[src/pkg/dcpt_defs.svh]
// constants for the debug command and pipeline tracking block
// assumes inclusion by bare name from package and design files
`ifndef DCPT_DEFS_SVH
`define DCPT_DEFS_SVH
// ---------------------------------------------------------------
// command opcodes
// ---------------------------------------------------------------
`define DCPT_OP_CALL 16'h0800
`define DCPT_OP_RST 16'h0400
`define DCPT_OP_NOP 16'h0000
// ---------------------------------------------------------------
// response values, 17 bits
// ---------------------------------------------------------------
`define DCPT_RESP_DONE 17'h0_FFFF
`define DCPT_RESP_BERR 17'h1_0001
`define DCPT_RESP_ILL 17'h1_0000
// ---------------------------------------------------------------
// timing counts in clock cycles
// ---------------------------------------------------------------
`define DCPT_RST_CYCLES 10'h200
`define DCPT_FETCH_ONE 4'h1
`define DCPT_FETCH_FLUSH 4'h2
`define DCPT_FETCH_MAX 4'h7
`endif

[src/pkg/dcpt_pkg.sv]
// types shared by the tracking block and its pipeline model
// assumes dcpt_defs.svh on the include path
`include "dcpt_defs.svh"
package dcpt_pkg;
    // one instruction word
    typedef logic [15:0] dcpt_word_t;
    // one fetched bus word
    typedef logic [31:0] dcpt_long_t;
    // serial response value
    typedef logic [16:0] dcpt_resp_t;
    // command sequencer states, one-hot
    typedef enum logic [2:0] {
        DCPT_ST_IDLE = 3'b001,
        DCPT_ST_STACK = 3'b010,
        DCPT_ST_RESET = 3'b100
    } dcpt_state_t;
endpackage : dcpt_pkg

[src/dcpt_pipe.sv]
// three-stage instruction queue model: two prefetch words,
// decode word and execute word with validity bits
// assumes all inputs come from core logic on clk_sys_i
`timescale 1ns/1ns
module dcpt_pipe (
    input wire logic clk_sys_i,
    input wire logic resetn_i,
    input wire logic fetch_i,
    input wire logic flush_i,
    input wire logic fetch_long_i,
    input wire dcpt_pkg::dcpt_long_t fetch_data_i,
    input wire logic use_i,
    input wire logic start_i,
    output dcpt_pkg::dcpt_word_t exe_reg_o,
    output logic exe_valid_o,
    output logic dec_valid_o
);
    import dcpt_pkg::*;
    // ---------------------------------------------------------------
    // stage storage
    // ---------------------------------------------------------------
    dcpt_word_t prim_r, prim_nxt; // prefetch_reg_primary
    dcpt_word_t low_r, low_nxt; // prefetch_reg_low
    dcpt_word_t dec_r, dec_nxt; // decode_reg
    dcpt_word_t exe_r, exe_nxt; // execute_reg
    logic prim_v_r, prim_v_nxt;
    logic low_v_r, low_v_nxt;
    logic dec_v_r, dec_v_nxt;
    logic exe_v_r, exe_v_nxt;
    // ---------------------------------------------------------------
    // next stage contents
    // ---------------------------------------------------------------
    always_comb begin
        prim_nxt = prim_r;
        low_nxt = low_r;
        dec_nxt = dec_r;
        exe_nxt = exe_r;
        prim_v_nxt = prim_v_r;
        low_v_nxt = low_v_r;
        dec_v_nxt = dec_v_r;
        exe_v_nxt = exe_v_r;
        if (flush_i) begin
            // empty queue, refilled by this fetch
            prim_v_nxt = 1'b0;
            low_v_nxt = 1'b0;
            dec_v_nxt = 1'b0;
            exe_v_nxt = 1'b0;
        end else begin
            if (start_i) begin
                exe_nxt = dec_r;
                exe_v_nxt = dec_v_r;
            end
            if (start_i || use_i || !dec_v_r) begin
                if (prim_v_r) begin
                    dec_nxt = prim_r;
                    dec_v_nxt = 1'b1;
                    prim_v_nxt = 1'b0;
                end else if (low_v_r) begin
                    dec_nxt = low_r;
                    dec_v_nxt = 1'b1;
                    low_v_nxt = 1'b0;
                end else begin
                    dec_v_nxt = 1'b0;
                end
            end
        end
        // prefetch loading, flush carries a fetch
        if (fetch_i || flush_i) begin
            prim_v_nxt = 1'b1;
            if (fetch_long_i) begin
                prim_nxt = fetch_data_i[31:16];
                low_nxt = fetch_data_i[15:0];
                low_v_nxt = 1'b1;
            end else begin
                prim_nxt = fetch_data_i[15:0];
            end
        end
    end
    // ---------------------------------------------------------------
    // stage registers
    // ---------------------------------------------------------------
    // queue state
    always_ff @(posedge clk_sys_i or negedge resetn_i) begin
        if (!resetn_i) begin
            prim_r <= 16'h0000;
            low_r <= 16'h0000;
            dec_r <= 16'h0000;
            exe_r <= 16'h0000;
            prim_v_r <= 1'b0;
            low_v_r <= 1'b0;
            dec_v_r <= 1'b0;
            exe_v_r <= 1'b0;
        end else begin
            prim_r <= prim_nxt;
            low_r <= low_nxt;
            dec_r <= dec_nxt;
            exe_r <= exe_nxt;
            prim_v_r <= prim_v_nxt;
            low_v_r <= low_v_nxt;
            dec_v_r <= dec_v_nxt;
            exe_v_r <= exe_v_nxt;
        end
    end
    assign exe_reg_o = exe_r;
    assign exe_valid_o = exe_v_r;
    assign dec_valid_o = dec_v_r;
endmodule : dcpt_pipe

[src/dcpt_top.sv]
// debug command tail and deterministic opcode tracking pins
// What this block does
// - patch call operand becomes new program counter
// - stack return counter, then flush and leave debug in one cycle
// - stacking error: error reply, stay in debug
// - reset command drives reset out 512 cycles
// - core itself never reset by that command
// - done reply loaded after reset out releases
// - no-operation changes nothing, replies done
// - unknown opcode acts nop, replies illegal
// - fetch indicator low one cycle per fetch
// - fetch indicator low two cycles on flush
// - user and supervisor fetches flagged alike
// - flush then fetch gives three low cycles
// - pipeline modelled as three-stage word queue
// - low prefetch only on long fetch
// - decode loads primary before low word
// - use indicator invalidates then refills decode
// - start indicator triggers full pipeline advance
// - prefetched words fall into an empty decode stage
// - loaded stage valid, supplying stage cleared
// - pipe indicators follow system clock only
// - debug mode: serial out on start pin
// - loop mode: fetch flag stops at recirculation
// - normal fetch flagging resumes after loop
// assumes all inputs are from core logic on clk_sys_i;
// opcodes of other debug commands are flagged by the decoder
`timescale 1ns/1ns
`include "dcpt_defs.svh"
module dcpt_top (
    input wire logic clk_sys_i,
    input wire logic resetn_i,
    input wire logic cmd_valid_i,
    input wire dcpt_pkg::dcpt_word_t cmd_opcode_i,
    input wire logic cmd_other_i,
    input wire dcpt_pkg::dcpt_long_t cmd_operand_i,
    input wire dcpt_pkg::dcpt_long_t return_pc_i,
    input wire dcpt_pkg::dcpt_long_t stack_ptr_i,
    input wire logic stack_done_i,
    input wire logic stack_err_i,
    input wire logic bdm_active_i,
    input wire logic serial_out_i,
    input wire logic loop_mode_i,
    input wire logic recirc_i,
    input wire logic fetch_i,
    input wire logic flush_i,
    input wire logic fetch_long_i,
    input wire dcpt_pkg::dcpt_long_t fetch_data_i,
    input wire logic use_i,
    input wire logic start_i,
    output logic cmd_busy_o,
    output logic resp_valid_o,
    output dcpt_pkg::dcpt_resp_t resp_data_o,
    output logic stack_req_o,
    output dcpt_pkg::dcpt_long_t stack_addr_o,
    output dcpt_pkg::dcpt_long_t stack_data_o,
    output logic pc_load_o,
    output dcpt_pkg::dcpt_long_t pc_value_o,
    output logic flush_req_o,
    output logic bdm_exit_o,
    output logic sys_reset_n_o,
    output logic fetch_ind_n_o,
    output logic pipe_use_n_o,
    output logic pipe_start_n_o,
    output dcpt_pkg::dcpt_word_t exe_reg_o,
    output logic exe_valid_o,
    output logic dec_valid_o
);
    import dcpt_pkg::*;
    // ---------------------------------------------------------------
    // declarations
    // ---------------------------------------------------------------
    dcpt_state_t state_r; // command sequencer state
    logic busy_r; // sequencer not idle
    logic [9:0] rst_cnt_r; // reset cycles left
    logic resp_valid_r; // reply pulse
    dcpt_resp_t resp_r; // reply value
    logic stack_req_r; // stacking write held
    dcpt_long_t stack_addr_r;
    dcpt_long_t stack_data_r;
    dcpt_long_t operand_r; // patch routine start
    logic pc_load_r;
    dcpt_long_t pc_r;
    logic flush_req_r;
    logic bdm_exit_r;
    logic sys_reset_n_r; // reset out, low active
    logic [3:0] low_cnt_r; // fetch low cycles left
    logic [3:0] low_nxt; // low cycles incl. new event
    logic [3:0] add_w; // cycles a new event asks
    logic ev_gate; // fetch flagging allowed
    logic fetch_ind_n_r;
    logic pipe_use_n_r;
    logic pipe_start_n_r;
    logic cmd_take; // command accepted now
    logic is_call, is_rst, is_nop;
    // ---------------------------------------------------------------
    // command decode
    // ---------------------------------------------------------------
    assign cmd_take = cmd_valid_i && (state_r == DCPT_ST_IDLE);
    assign is_call = cmd_opcode_i == `DCPT_OP_CALL;
    assign is_rst = cmd_opcode_i == `DCPT_OP_RST;
    assign is_nop = cmd_opcode_i == `DCPT_OP_NOP;
    // ---------------------------------------------------------------
    // command sequencer
    // ---------------------------------------------------------------
    // state, busy flag and reset counter
    always_ff @(posedge clk_sys_i or negedge resetn_i) begin
        if (!resetn_i) begin
            state_r <= DCPT_ST_IDLE;
            busy_r <= 1'b0;
            rst_cnt_r <= 10'h000;
            sys_reset_n_r <= 1'b1;
        end else begin
            unique case (state_r)
                DCPT_ST_IDLE: begin
                    if (cmd_take && is_call) begin
                        state_r <= DCPT_ST_STACK;
                        busy_r <= 1'b1;
                    end else if (cmd_take && is_rst) begin
                        state_r <= DCPT_ST_RESET;
                        busy_r <= 1'b1;
                        rst_cnt_r <= `DCPT_RST_CYCLES;
                        sys_reset_n_r <= 1'b0;
                    end
                end
                DCPT_ST_STACK: begin
                    // done ends the call, with or without error
                    if (stack_done_i) begin
                        state_r <= DCPT_ST_IDLE;
                        busy_r <= 1'b0;
                    end
                end
                DCPT_ST_RESET: begin
                    if (rst_cnt_r == 10'h001) begin
                        sys_reset_n_r <= 1'b1;
                    end
                    if (rst_cnt_r != 10'h000) begin
                        rst_cnt_r <= rst_cnt_r - 10'h001;
                    end else begin
                        state_r <= DCPT_ST_IDLE;
                        busy_r <= 1'b0;
                    end
                end
            endcase
        end
    end
    // stacking request toward the core bus
    always_ff @(posedge clk_sys_i or negedge resetn_i) begin
        if (!resetn_i) begin
            stack_req_r <= 1'b0;
            stack_addr_r <= 32'h0000_0000;
            stack_data_r <= 32'h0000_0000;
            operand_r <= 32'h0000_0000;
        end else if (cmd_take && is_call) begin
            stack_req_r <= 1'b1;
            stack_addr_r <= stack_ptr_i;
            stack_data_r <= return_pc_i;
            operand_r <= cmd_operand_i;
        end else if (stack_done_i) begin
            stack_req_r <= 1'b0;
        end
    end
    // leaving debug after a clean stacking
    always_ff @(posedge clk_sys_i or negedge resetn_i) begin
        if (!resetn_i) begin
            pc_load_r <= 1'b0;
            pc_r <= 32'h0000_0000;
            flush_req_r <= 1'b0;
            bdm_exit_r <= 1'b0;
        end else begin
            pc_load_r <= 1'b0;
            flush_req_r <= 1'b0;
            bdm_exit_r <= 1'b0;
            if (state_r == DCPT_ST_STACK && stack_done_i && !stack_err_i) begin
                pc_load_r <= 1'b1;
                pc_r <= operand_r;
                flush_req_r <= 1'b1;
                bdm_exit_r <= 1'b1;
            end
        end
    end
    // reply to the serial shifter
    always_ff @(posedge clk_sys_i or negedge resetn_i) begin
        if (!resetn_i) begin
            resp_valid_r <= 1'b0;
            resp_r <= 17'h0_0000;
        end else begin
            resp_valid_r <= 1'b0;
            if (state_r == DCPT_ST_STACK && stack_done_i && stack_err_i) begin
                resp_valid_r <= 1'b1;
                resp_r <= `DCPT_RESP_BERR;
            end else if (state_r == DCPT_ST_RESET && rst_cnt_r == 10'h000) begin
                resp_valid_r <= 1'b1;
                resp_r <= `DCPT_RESP_DONE;
            end else if (cmd_take && is_nop) begin
                resp_valid_r <= 1'b1;
                resp_r <= `DCPT_RESP_DONE;
            end else if (cmd_take && !is_call && !is_rst && !cmd_other_i) begin
                resp_valid_r <= 1'b1;
                resp_r <= `DCPT_RESP_ILL;
            end
        end
    end
    // ---------------------------------------------------------------
    // fetch indicator
    // ---------------------------------------------------------------
    // no privilege term; loop gating
    assign ev_gate = !(loop_mode_i && recirc_i);
    assign add_w = !ev_gate ? 4'h0 :
        flush_i ? `DCPT_FETCH_FLUSH :
        fetch_i ? `DCPT_FETCH_ONE : 4'h0;
    always_comb begin
        low_nxt = low_cnt_r + add_w;
        if (low_cnt_r != 4'h0) begin
            low_nxt = low_cnt_r - 4'h1 + add_w;
        end
        if (low_nxt > `DCPT_FETCH_MAX) begin
            low_nxt = `DCPT_FETCH_MAX;
        end
    end
    always_ff @(posedge clk_sys_i or negedge resetn_i) begin
        if (!resetn_i) begin
            low_cnt_r <= 4'h0;
            fetch_ind_n_r <= 1'b1;
        end else begin
            low_cnt_r <= low_nxt;
            fetch_ind_n_r <= (low_nxt == 4'h0);
        end
    end
    // ---------------------------------------------------------------
    // pipeline indicators
    // ---------------------------------------------------------------
    // clocked by system clock only
    always_ff @(posedge clk_sys_i or negedge resetn_i) begin
        if (!resetn_i) begin
            pipe_use_n_r <= 1'b1;
            pipe_start_n_r <= 1'b1;
        end else if (bdm_active_i) begin
            pipe_use_n_r <= 1'b1;
            pipe_start_n_r <= serial_out_i;
        end else begin
            pipe_use_n_r <= !use_i;
            pipe_start_n_r <= !start_i;
        end
    end
    // ---------------------------------------------------------------
    // pipeline model
    // ---------------------------------------------------------------
    // queue of prefetch, decode, execute
    dcpt_pipe u_pipe (
        .clk_sys_i(clk_sys_i),
        .resetn_i(resetn_i),
        .fetch_i(fetch_i),
        .flush_i(flush_i),
        .fetch_long_i(fetch_long_i),
        .fetch_data_i(fetch_data_i),
        .use_i(use_i),
        .start_i(start_i),
        .exe_reg_o(exe_reg_o),
        .exe_valid_o(exe_valid_o),
        .dec_valid_o(dec_valid_o)
    );
    // ---------------------------------------------------------------
    // outputs
    // ---------------------------------------------------------------
    // reset out never reaches core state
    assign sys_reset_n_o = sys_reset_n_r;
    assign cmd_busy_o = busy_r;
    assign resp_valid_o = resp_valid_r;
    assign resp_data_o = resp_r;
    assign stack_req_o = stack_req_r;
    assign stack_addr_o = stack_addr_r;
    assign stack_data_o = stack_data_r;
    assign pc_load_o = pc_load_r;
    assign pc_value_o = pc_r;
    assign flush_req_o = flush_req_r;
    assign bdm_exit_o = bdm_exit_r;
    assign fetch_ind_n_o = fetch_ind_n_r;
    assign pipe_use_n_o = pipe_use_n_r;
    assign pipe_start_n_o = pipe_start_n_r;
    // ---------------------------------------------------------------
    // checks
    // ---------------------------------------------------------------
    logic [10:0] hlp_low_r; // consecutive reset-low cycles
    always_ff @(posedge clk_sys_i or negedge resetn_i) begin
        if (!resetn_i) begin
            hlp_low_r <= 11'h000;
        end else if (!sys_reset_n_o) begin
            hlp_low_r <= hlp_low_r + 11'h001;
        end else begin
            hlp_low_r <= 11'h000;
        end
    end
    logic ev_any;
    assign ev_any = ev_gate && (fetch_i || flush_i);
endmodule : dcpt_top

[config.mk]
export PLATFORM = sky130hd
export DESIGN_NAME = dcpt_top
export DESIGN_NICKNAME = d
export VERILOG_FILES = /design/src/pkg/dcpt_pkg.sv /design/src/dcpt_pipe.sv /design/src/dcpt_top.sv
export VERILOG_INCLUDE_DIRS = /design/src /design/src/pkg
export SDC_FILE = /design/constraint.sdc
export NUM_CORES = 1
export LEC_CHECK = 0
export BUFFER_PORTS_ARGS = -buffer_cell sky130_fd_sc_hd__buf_2
export CAP_MARGIN = 20
export CORE_MARGIN = 2
export CORE_UTILIZATION = 40
export CTS_CLUSTER_DIAMETER = 150
export DETAILED_ROUTE_END_ITERATION = 8
export MAX_ROUTING_LAYER = met4
export PLACE_DENSITY_LB_ADDON = 0.08
export SLEW_MARGIN = 40
export SYNTH_ARGS = -nofsm -noshare
export SYNTH_HDL_FRONTEND = slang
export SYNTH_SLANG_ARGS = --single-unit
[constraint.sdc]
create_clock -name clk_sys_i -period 2.5 [get_ports clk_sys_i]
set_input_delay 0.5 -clock clk_sys_i [delete_from_list [all_inputs] [get_ports clk_sys_i]]
set_output_delay 0.5 -clock clk_sys_i [all_outputs]
set_load 0.005 [all_outputs]
# == After elaboration in Yosys (flattened, before gate mapping) ==
# Index checks and enable logic that the tools add are counted.
# totals
register_bits,238
latchBits,0
ram_bits,0
mem_bits_ro,0
inputBits,159
output_inout_bits,141
memories,0
# op_classes
addsub,4
n_mul,0
n_div,0
n_lt_le_gt_ge,1
eq_ne,13
shifts,0
n_mux,52
bitwise,1
reduce_logical,40
# ops
cell,count
two-way mux 17 bit,4
two-way mux 16 bit,3
two-way mux 1 bit,30
two-way mux 10 bit,3
one-hot mux 10 bit (2 select lines),1
== test 16 x 11 -> 1 bit (second input constant),1
== test 16 x 12 -> 1 bit (second input constant),1
logical NOT 16 bit,1
logical AND 1 bit,12
two-way mux 3 bit,4
== test 10 x 1 -> 1 bit (second input constant),1
logical NOT 10 bit,1
!= test 2 bit (second input constant),5
nonzero test 10 bit,1
nonzero test 2 bit,5
subtractor 10 x 1 -> 10 bit (second input constant),1
one-hot mux 3 bit (3 select lines),1
adder 4 x 2 -> 4 bit,2
two-way mux 4 bit,2
AND reduction 4 bit,2
nonzero test 4 bit,2
logical NOT 1 bit,7
AND reduction 3 bit,2
greater-than comparator 4 x 3 -> 1 bit (second input constant),1
14 further kinds,18

# == Logic depth before layout (Yosys ltp) ==
# Gate-level depths: netlist (run 1).
# logic_depth
depth_word,9
ltp_mapped,11
ltp_nobuf,11

# == Modules after synthesis ==
# A second synthesis (run 1) with hierarchy kept.
# unflattened
cells_unflattened,660
area_unflattened_um2,9401.5
# by_module_without_submodules
mod,n_inst,cells_per_inst,area_per_inst_um2,seq_area_each_um2
dcpt_top,1,454,6439.9,3910.0
dcpt_pipe,1,206,2961.6,1701.6

# == Worst setup path after synthesis (run 1) ==
# OpenSTA, ideal clock, no wires.
# synth_timing
path_type,input-to-reg
start,input cmd_opcode_i[7]
end,"register stack_addr_r[10], in the netlist stack_addr_o[10]"
t_arrival_ns,2.030
t_required_ns,2.373
setup_slack_ns,0.342
stages,6
n_path_buf,2
cell_sequence,nor4_2 -> nand4_1 -> nor3_2 -> buf_4 -> buf_6 -> mux2_1
# synth_via
elab_chain_cells,2
# synth_lines
element,line,rtl
from (decl),dcpt_top.sv:34,"input wire dcpt_pkg::dcpt_word_t cmd_opcode_i,"
== test 16 x 12 -> 1 bit (no line),n/a,
logical AND 1 bit,dcpt_top.sv:154,end else if (cmd_take && is_call) begin
to (signal assigned),dcpt_top.sv:156,stack_addr_r <= stack_ptr_i;
to (decl),dcpt_top.sv:79,dcpt_long_t stack_addr_r;
# No other way between the ends.
# A chain may end at the register's enable or synchronous reset.

# == Worst setup path after layout (run 1) ==
# layout_timing
start,register rst_cnt_r[0]
end,register rst_cnt_r[6]
# layout_via
elab_chain_cells,3
elab_cells_between_ends,6
classes_between,add/sub: 1; eq/ne: 1; mux: 2; reduce/logical: 2
# layout_lines
element,line,rtl
from (decl),dcpt_top.sv:75,logic [9:0] rst_cnt_r;
from (signal assigned),dcpt_top.sv:122,rst_cnt_r <= `DCPT_RST_CYCLES;
from (signal assigned),dcpt_top.sv:138,rst_cnt_r <= rst_cnt_r - 10'h001;
subtractor 10 x 1 -> 10 bit or nonzero test 10 bit (tied branches),"dcpt_top.sv:138, dcpt_top.sv:137",
two-way mux 10 bit or != test 2 bit (tied branches),n/a,
one-hot mux 10 bit (2 select lines) or AND reduction 4 bit (tied branches),n/a,
# Parallel ways exist; a longest one is shown, timed or not. The select of a mux whose other input is x is not followed.

==> reports/results.tsv, run 1 <==
metric	value	unit
Required @ worst endpoint	2.94	ns
Layout area overhead	30.22	%
most common cell in the synthesized netlist	dfrtp_1	
max-slew violation count	0	
worst rel slew slack	0.5819	
Post-synth EDFFs	0	
Arr. time, crit path	2.64	ns
Critical Path End Type	flop	
DR WL/cell	15.85	µm
clock period minus worst slack	2.199	ns
row cnt	55	
final setup fails	0	
Die Width	156.8	µm
post-route setup slack	0.3013	ns
RD Place Congestion	0.7303	
CTS max path bufs	3	
power per cell area	778.5	nW/µm²
share of layout cells above drive strength 1	0.5113	
detailed router's first-iteration violation count	196	
total CTS buffers	26	
# resized after CTS	0	
Via density	4.747	
H-tree Lvls	1	
port bufs	299	
antenna violations before repair	0	
clock sink count	224	
Top FF cell, synth	dfrtp_1	
Final ANT Viol Nets	0	
mapped cell area	9335	µm²
Syn Nets	859	
max_cap viols	0	
total track usage	0.1758	
Post-CTS Setup Inserts	0	
Ys Warns	0	
n_diodes	0	
most common library cells after synthesis	dfrtp_1 (219), mux2_2 (131), nor2_1 (55)	
Nets	1165	
synth unique cells	51	
DIE AREA	24580	µm²
f_max	454.8	MHz
initial core utilization	0.4098	
CP Launch Type	flop	
Worst Path Max Fanout	9	
Yosys reg bits	224	
Worst-path clk slew	0.06	ns
Vias	6304	
skew final	0.01319	ns
leakage	6.478	nW
Worst IR Drop VDD	0.0004375	V
Tot Pwr	9.464	mW
DRC errors left	0	
Setup TNS	0	ns
hold_buf cts	1	
Post-DP HPWL	15340	µm
Tcrit/Tclk final	0.8795	
count of final hold-check violations	0	
CTS tree	done	
Synth top area share	0.5871	
largest net degree at the start of global routing	64	
ys async rst share	1.000	
area leader, netlist	dfrtp_1	
first drt pass iteration count	4	
Synth area leaders	dfrtp_1 (59%), mux2_2 (16%), mux2i_1 (3.8%)	
global-route wire length before repair	33720	µm
vias in the first global route	6509	
Post-Synthesis Cells	689	
RSZ-0062 raised after global routing	no	
GRT overflow	0	
WL final	21050	µm
later-pin clock latency in the skew report	0.53	ns
critical path class	flop to flop	
CTS root buffer	clkbuf_16	
share of the yosys chip area belonging to registers	0.6011	
CORE AREA	22780	µm²
I/O pin total	300	
Syn Area/Cell	13.55	µm²
Core Util, Final	0.5337	
Worst-Margin Slew	0.6271	ns
status	finished clean	
worst slack, placed	0.1197	ns
worst hold path type	input port to flop	
Die Span Y	156.8	µm
[power by group]
part	internal, mW	switching, mW
registers	3.98	0.254
logic	0.703	0.716
clock network	2.32	1.50
total	7.00	2.47
[area by class of cell]
| class | instances | area [µm²] |
|---|---|---|
| fillers | 2028 | 10620 |
| flip-flops and latches | 224 | 5612 |
| multi-input cells | 405 | 3410 |
| repair buffers | 324 | 1809 |
| clock buffers | 32 | 703.2 |
| well taps | 313 | 391.6 |
| clock inverters | 16 | 178.9 |
| inverters | 14 | 52.55 |
[logic make-up (layout without fill, tap and decap cells)]
family | Yosys count | in the layout | synth area share
AO/OA/AOI/OAI | 61 | 61 | 0.03740
XOR/XNOR | 5 | 5 | 0.004691
adder cells (fa/ha/maj) | 11 | 11 | 0.01635
buffers and inverters | 60 | 386 | 0.03565
flip-flops | 224 | 224 | 0.6011
multiplexers | 195 | 195 | 0.2305
other | 1 | 1 | 0.0004017
AND/OR/NAND/NOR | 132 | 132 | 0.07385
[flip-flops by register name, summed over array words and instances (netlist names), 3 cells and up]
register,count
operand_r,32
pc_value_o,32
stack_addr_o,32
stack_data_o,32
u_pipe.dec_r,16
u_pipe.exe_reg_o,16
u_pipe.low_r,16
u_pipe.prim_r,16
rst_cnt_r,10
low_cnt_r,4
resp_data_o,3
state_r,3
[per-stage QoR]
step	instances	area [µm²]	hold WS, ns
final	1328	12160	0.1436
after global routing	1328	12160	0.1259
after CTS	1328	12160	0.1151
after detailed placement	1279	11260	0.4225
after global placement	1279	11260	0.4198
after floorplan	689	9335	0.2044
[routing by layer]
metal | global-route usage | up-vias | wire length (µm)
met5 | - | - | 0
met4 | 0.03757 | 0 | 289
met3 | 0.04237 | 28 | 1519
met2 | 0.2911 | 199 | 10310
met1 | 0.2202 | 3055 | 8927
li1 | - | 3022 | -
[worst max-delay path: stages (launching register included)]
cell and delay, ns:
dfrtp_1 0.39, inv_1 0.09, ha_1 0.21, nor3b_1 0.16
and4_1 0.27, or4_4 0.45, or4_1 0.41, a21oi_1 0.16
[worst paths after layout]
path	start	endpoint	slack (ns)	cells after the start
worst max-delay path	rst_cnt_r[0]	rst_cnt_r[6]	0.30	7
worst max register to register	rst_cnt_r[0]	rst_cnt_r[6]	0.30	7
max in group asynchronous	resetn_i	u_pipe.low_r[2]	1.32	3
worst min-delay path	use_i	pipe_use_n_o	0.14	2
worst min register to register	stack_addr_o[3]	stack_addr_o[3]	0.48	1
min in group asynchronous	resetn_i	low_cnt_r[2]	0.47	2
[layout by cell type, fill, tap and decap left out, types with 7 or more instances in the layout]
master | netlist | routed
mux2_2 | 131 | 131
mux2i_1 | 35 | 35
ha_1 | 9 | 9
nand2_1 | 22 | 22
nand2b_1 | 7 | 7
buf_2 | 11 | 298
buf_12 | 0 | 9
a21oi_1 | 38 | 38
buf_4 | 17 | 15
inv_1 | 14 | 14
mux2_1 | 29 | 29
nor2_1 | 55 | 54
clkbuf_16 | 0 | 26
clkinv_2 | 0 | 8
dfrtp_1 | 219 | 219
Power figures use the tool's default switching activity.
==> run 2, diff against run 1 <==
==> constraint.sdc (replaced) <==
create_clock -name clk_sys_i -period 2.2 [get_ports clk_sys_i]
set_input_delay 0.44 -clock clk_sys_i [delete_from_list [all_inputs] [get_ports clk_sys_i]]
set_output_delay 0.44 -clock clk_sys_i [all_outputs]
set_load 0.005 [all_outputs]
==> run 2 against run 1 <==
Compared with the run above: total power is 14% higher; utilization is 0.74 points higher; critical path depth stayed put; sequential power is 14% higher; critical path type unchanged; largest cell class unchanged; largest power group unchanged.
==> reports/results.tsv, run 2 (synthesis results as in run 1) <==
metric	value	unit
status	finished clean	
H-tree Lvls	1	
Setup TNS	0	ns
detailed router's first-iteration violation count	226	
worst hold path type	input port to flop	
Tcrit/Tclk final	0.9699	
DIE AREA	24580	µm²
Worst Path Max Fanout	3	
Arr. time, crit path	2.57	ns
Nets	1183	
max_cap viols	0	
Vias	6378	
worst r2r path cells	7	
final setup fails	0	
CTS root buffer	clkbuf_16	
later-pin clock latency in the skew report	0.51	ns
GRT overflow	0	
critical path class	flop to flop	
worst rel slew slack	0.6458	
non-filler cells, final	1346	
largest net degree at the start of global routing	61	
antenna violations before repair	1	
WL final	21400	µm
first drt pass iteration count	4	
total CTS buffers	25	
Layout fillers	2032	
global-route wire length before repair	33840	µm
clock sink count	224	
Worst IR Drop VDD	0.0005501	V
Final ANT Viol Nets	0	
RD Place Congestion	0.7886	
total track usage	0.1770	
post-route setup slack	0.06626	ns
Worst-Margin Slew	0.5312	ns
row cnt	55	
Die Width	156.8	µm
max-slew violation count	0	
port bufs	299	
dpl cells	1297	
most frequent cells in the layout	buf_2 (298), dfrtp_1 (219), mux2_2 (131)	
Required @ worst endpoint	2.64	ns
CP Launch Type	flop	
post-route cell area	12320	µm²
CTS max path bufs	3	
worst hold path stage count	2	
Die Span Y	156.8	µm
Post-DP HPWL	15600	µm
leakage	6.583	nW
count of final hold-check violations	0	
CTS tree	done	
power per cell area	874.2	nW/µm²
Layout area overhead	32.02	%
share of layout cells above drive strength 1	0.5262	
worst slack, placed	-0.1045	ns
Critical Path End Type	flop	
Worst-path clk slew	0.06	ns
most common cell after layout, fill and taps aside	buf_2	
I/O pin total	300	
Via density	4.738	
HP Start	use_i	
f_max	468.7	MHz
clock period minus worst slack	2.134	ns
placed cell areas	11450	µm²
Worst Hold Margin	0.06538	ns
CORE AREA	22780	µm²
initial core utilization	0.4098	
Core Util, Final	0.5411	
worst r2r src	rst_cnt_r[1]	
Tot Pwr	10.77	mW
DR WL/cell	15.90	µm
Critical path origin	rst_cnt_r[1]	
vias in the first global route	6590	
DRC errors left	0	
skew final	0.007695	ns
run 2: cell count changes in the layout (fill, tap and decap cells not counted), moves of 2 or more:
cell	change
buf_4	+15
clkinvlp_4	-2
clkinv_2	+2
clkbuf_8	+3
buf_12	+4
clkinv_4	-2
run 2: worst paths after layout:
| kind | slack (ns) | endpoint |
|---|---|---|
| setup / recovery | 0.07 | rst_cnt_r[6] |
| hold / removal | 0.07 | pipe_use_n_o |
| setup reg to reg | 0.07 | rst_cnt_r[6] |
| hold reg to reg | 0.47 | cmd_busy_o |
| max in group asynchronous | 1.08 | pipe_start_n_o |
| min in group asynchronous | 0.46 | u_pipe.prim_r[0] |
run 2: cell type report:
| type | instances | area (µm²) | area share |
|---|---|---|---|
| multi-input combinational | 405 | 3430 | 0.2783 |
| inverter | 14 | 52.55 | 0.004264 |
| clock buffer | 33 | 715.7 | 0.05807 |
| tap | 313 | 391.6 | 0.03178 |
| antenna | 1 | 2.502 | 0.0002030 |
| clock inverter | 13 | 118.9 | 0.009645 |
| timing repair buffer | 343 | 2002 | 0.1624 |
| sequential | 224 | 5612 | 0.4553 |
run 2: worst max-delay path: stages, from the launching register on:
cell and delay [ns]:
dfrtp_1 0.41, inv_2 0.07, ha_2 0.17, inv_1 0.05
or3_4 0.33, or4_4 0.49, or4_4 0.43, a21oi_2 0.13
run 2: what timing repair did:
item	4_1_cts	5_1_grt
setup endpoints to repair	0	3
gates resized for setup	0	6
setup buffers	0	1
hold buffers	1	0
hold endpoints to repair	52	0
run 2: power by group:
group	total, mW	internal, mW	switching, mW
registers	4.82	4.52	0.299
logic	1.78	0.922	0.862
clock network	4.17	2.52	1.65
total	10.8	7.96	2.82
run 2: routing by layer:
metal  GRT usage  routed length (µm)
met5           -                   0
met4     0.03976                 409
met3     0.04071                1301
met2      0.2924               10440
met1      0.2227                9255
==> run 3, diff against run 2 <==
--- a/config.mk
+++ b/config.mk
@@ -8,6 +8,8 @@
 export LEC_CHECK = 0
 export BUFFER_PORTS_ARGS = -buffer_cell sky130_fd_sc_hd__buf_2
 export CAP_MARGIN = 20
+export CELL_PAD_IN_SITES_DETAIL_PLACEMENT = 0
+export CELL_PAD_IN_SITES_GLOBAL_PLACEMENT = 1
 export CORE_MARGIN = 2
 export CORE_UTILIZATION = 40
 export CTS_CLUSTER_DIAMETER = 150
==> run 3 against run 2 <==
Compared with the run above: first-iteration DRC count up 2.2%; worst hold slack improved by 0.00070 ns; utilization increased by 0.10 points; fmax is 1.9% higher; total power is 0.25% higher; non-clock buffer count down 2; combinational power barely moved; register-to-register slack improved by 0.04 ns; critical path type unchanged; highest routed layer unchanged.
==> reports/results.tsv, run 3 (synthesis results as in run 1) <==
metric	value	unit
CP Launch Type	flop	
first drt pass iteration count	6	
CTS max path bufs	3	
Arr. time, crit path	2.54	ns
Core Util, Final	0.5421	
Die Width	156.8	µm
Required @ worst endpoint	2.64	ns
Post-DP HPWL	16000	µm
Crit path buffers/inverters	2	
Critical Path End Type	flop	
Worst-path clk slew	0.06	ns
Layout area overhead	32.27	%
Worst Path Max Fanout	2	
RSZ-0062 raised after global routing	no	
Tot Pwr	10.80	mW
Worst-Margin Slew	0.6622	ns
crit-path cells	inv_2, ha_1, inv_1, or3_1, or4_4, or4_1, a21oi_1	
initial core utilization	0.4098	
Nets	1182	
detailed router's first-iteration violation count	231	
Via density	4.758	
DR WL/cell	16.03	µm
DIE AREA	24580	µm²
DRC errors left	0	
final setup fails	0	
max-slew violation count	0	
power per cell area	874.7	nW/µm²
Die Span Y	156.8	µm
non-filler cells, final	1345	
status	finished clean	
CORE AREA	22780	µm²
total CTS buffers	26	
Vias	6400	
max_cap viols	0	
critical path class	flop to flop	
Crit path max-delay family	simple AND/OR/NAND/NOR gates	
CTS root buffer	clkbuf_16	
most common cell after layout, fill and taps aside	buf_2	
I/O pin total	300	
GRT overflow	0	
count of final hold-check violations	0	
f_max	477.4	MHz
Tcrit/Tclk final	0.9522	
Worst path max stage delay	0.49	ns
Worst Hold Margin	0.06608	ns
antenna violations before repair	1	
port bufs	299	
slowest CP cell	or4_4	
leakage	6.576	nW
total track usage	0.1815	
clock period minus worst slack	2.095	ns
vias in the first global route	6637	
worst hold path type	input port to flop	
worst rel slew slack	0.5586	
CTS tree	done	
largest net degree at the start of global routing	70	
clock sink count	224	
dpl cells	1295	
WL final	21560	µm
skew final	0.01489	ns
RD Place Congestion	0.7365	
most frequent cells in the layout	buf_2 (298), dfrtp_1 (219), mux2_2 (131)	
Worst IR Drop VDD	0.0004842	V
global-route wire length before repair	34610	µm
Final ANT Viol Nets	0	
H-tree Lvls	1	
row cnt	55	
later-pin clock latency in the skew report	0.53	ns
share of layout cells above drive strength 1	0.5179	
## run 3: worst register-to-register path, cell delays in order, from the launching register on
cell,delay [ns]
dfrtp_1,0.39
inv_2,0.07
ha_1,0.16
inv_1,0.05
or3_1,0.32
or4_4,0.49
or4_1,0.42
a21oi_1,0.13
## run 3: worst paths after layout
path	to	depth (start not counted)	startpoint	slack [ns]
min reg2reg	stack_addr_o[20]	1	stack_addr_o[20]	0.48
max in group asynchronous	sys_reset_n_o	3	resetn_i	1.05
max	rst_cnt_r[6]	7	rst_cnt_r[0]	0.11
min	pipe_use_n_o	2	use_i	0.07
min in group asynchronous	low_cnt_r[1]	2	resetn_i	0.49
max reg2reg	rst_cnt_r[6]	7	rst_cnt_r[0]	0.11
## run 3: metal layers
| metal | track usage | wire [µm] | part of all wire | vias to the layer above |
|---|---|---|---|---|
| li1 | - | - | - | 3060 |
| met1 | 0.2303 | 9219 | 0.43 | 3102 |
| met2 | 0.2911 | 10220 | 0.47 | 210 |
| met3 | 0.05262 | 1707 | 0.079 | 28 |
| met4 | 0.03757 | 408 | 0.019 | 0 |
| met5 | - | 0 | 0 | - |
## run 3: timing repair
action / in CTS / in global routing
setup endpoints to repair: 0 / 1
endpoints found under the hold margin: 61 / 0
hold buffers: 1 / 0
resized for setup: 0 / 1
setup buffers: 0 / 1
## run 3: power breakdown
part	internal, mW	switching, mW	total [mW]
clock	2.53	1.69	4.22
sequential	4.52	0.267	4.79
combinational	0.913	0.879	1.79
## run 3: cell type report
type                       count  area [µm²]
fill                        2073       10430
sequential                   224        5612
multi-input combinational    405        3410
inverter                      14       52.55
timing repair buffer         341        2024
tap                          313       391.6
clock inverter                 9       90.09
clock buffer                  38       765.7
antenna                        1       2.502
## run 3: metrics by stage
step | setup TNS (ns) | cell area, µm² | worst slack (ns)
after global placement | -0.3695 | 11470 | -0.06914
final | 0 | 12350 | 0.1051
after detailed placement | -6.758 | 11470 | -0.1230
after CTS | 0 | 12340 | 0.06476
after global routing | 0 | 12350 | 0.006606
after floorplan | 0 | 9335 | 0.1023
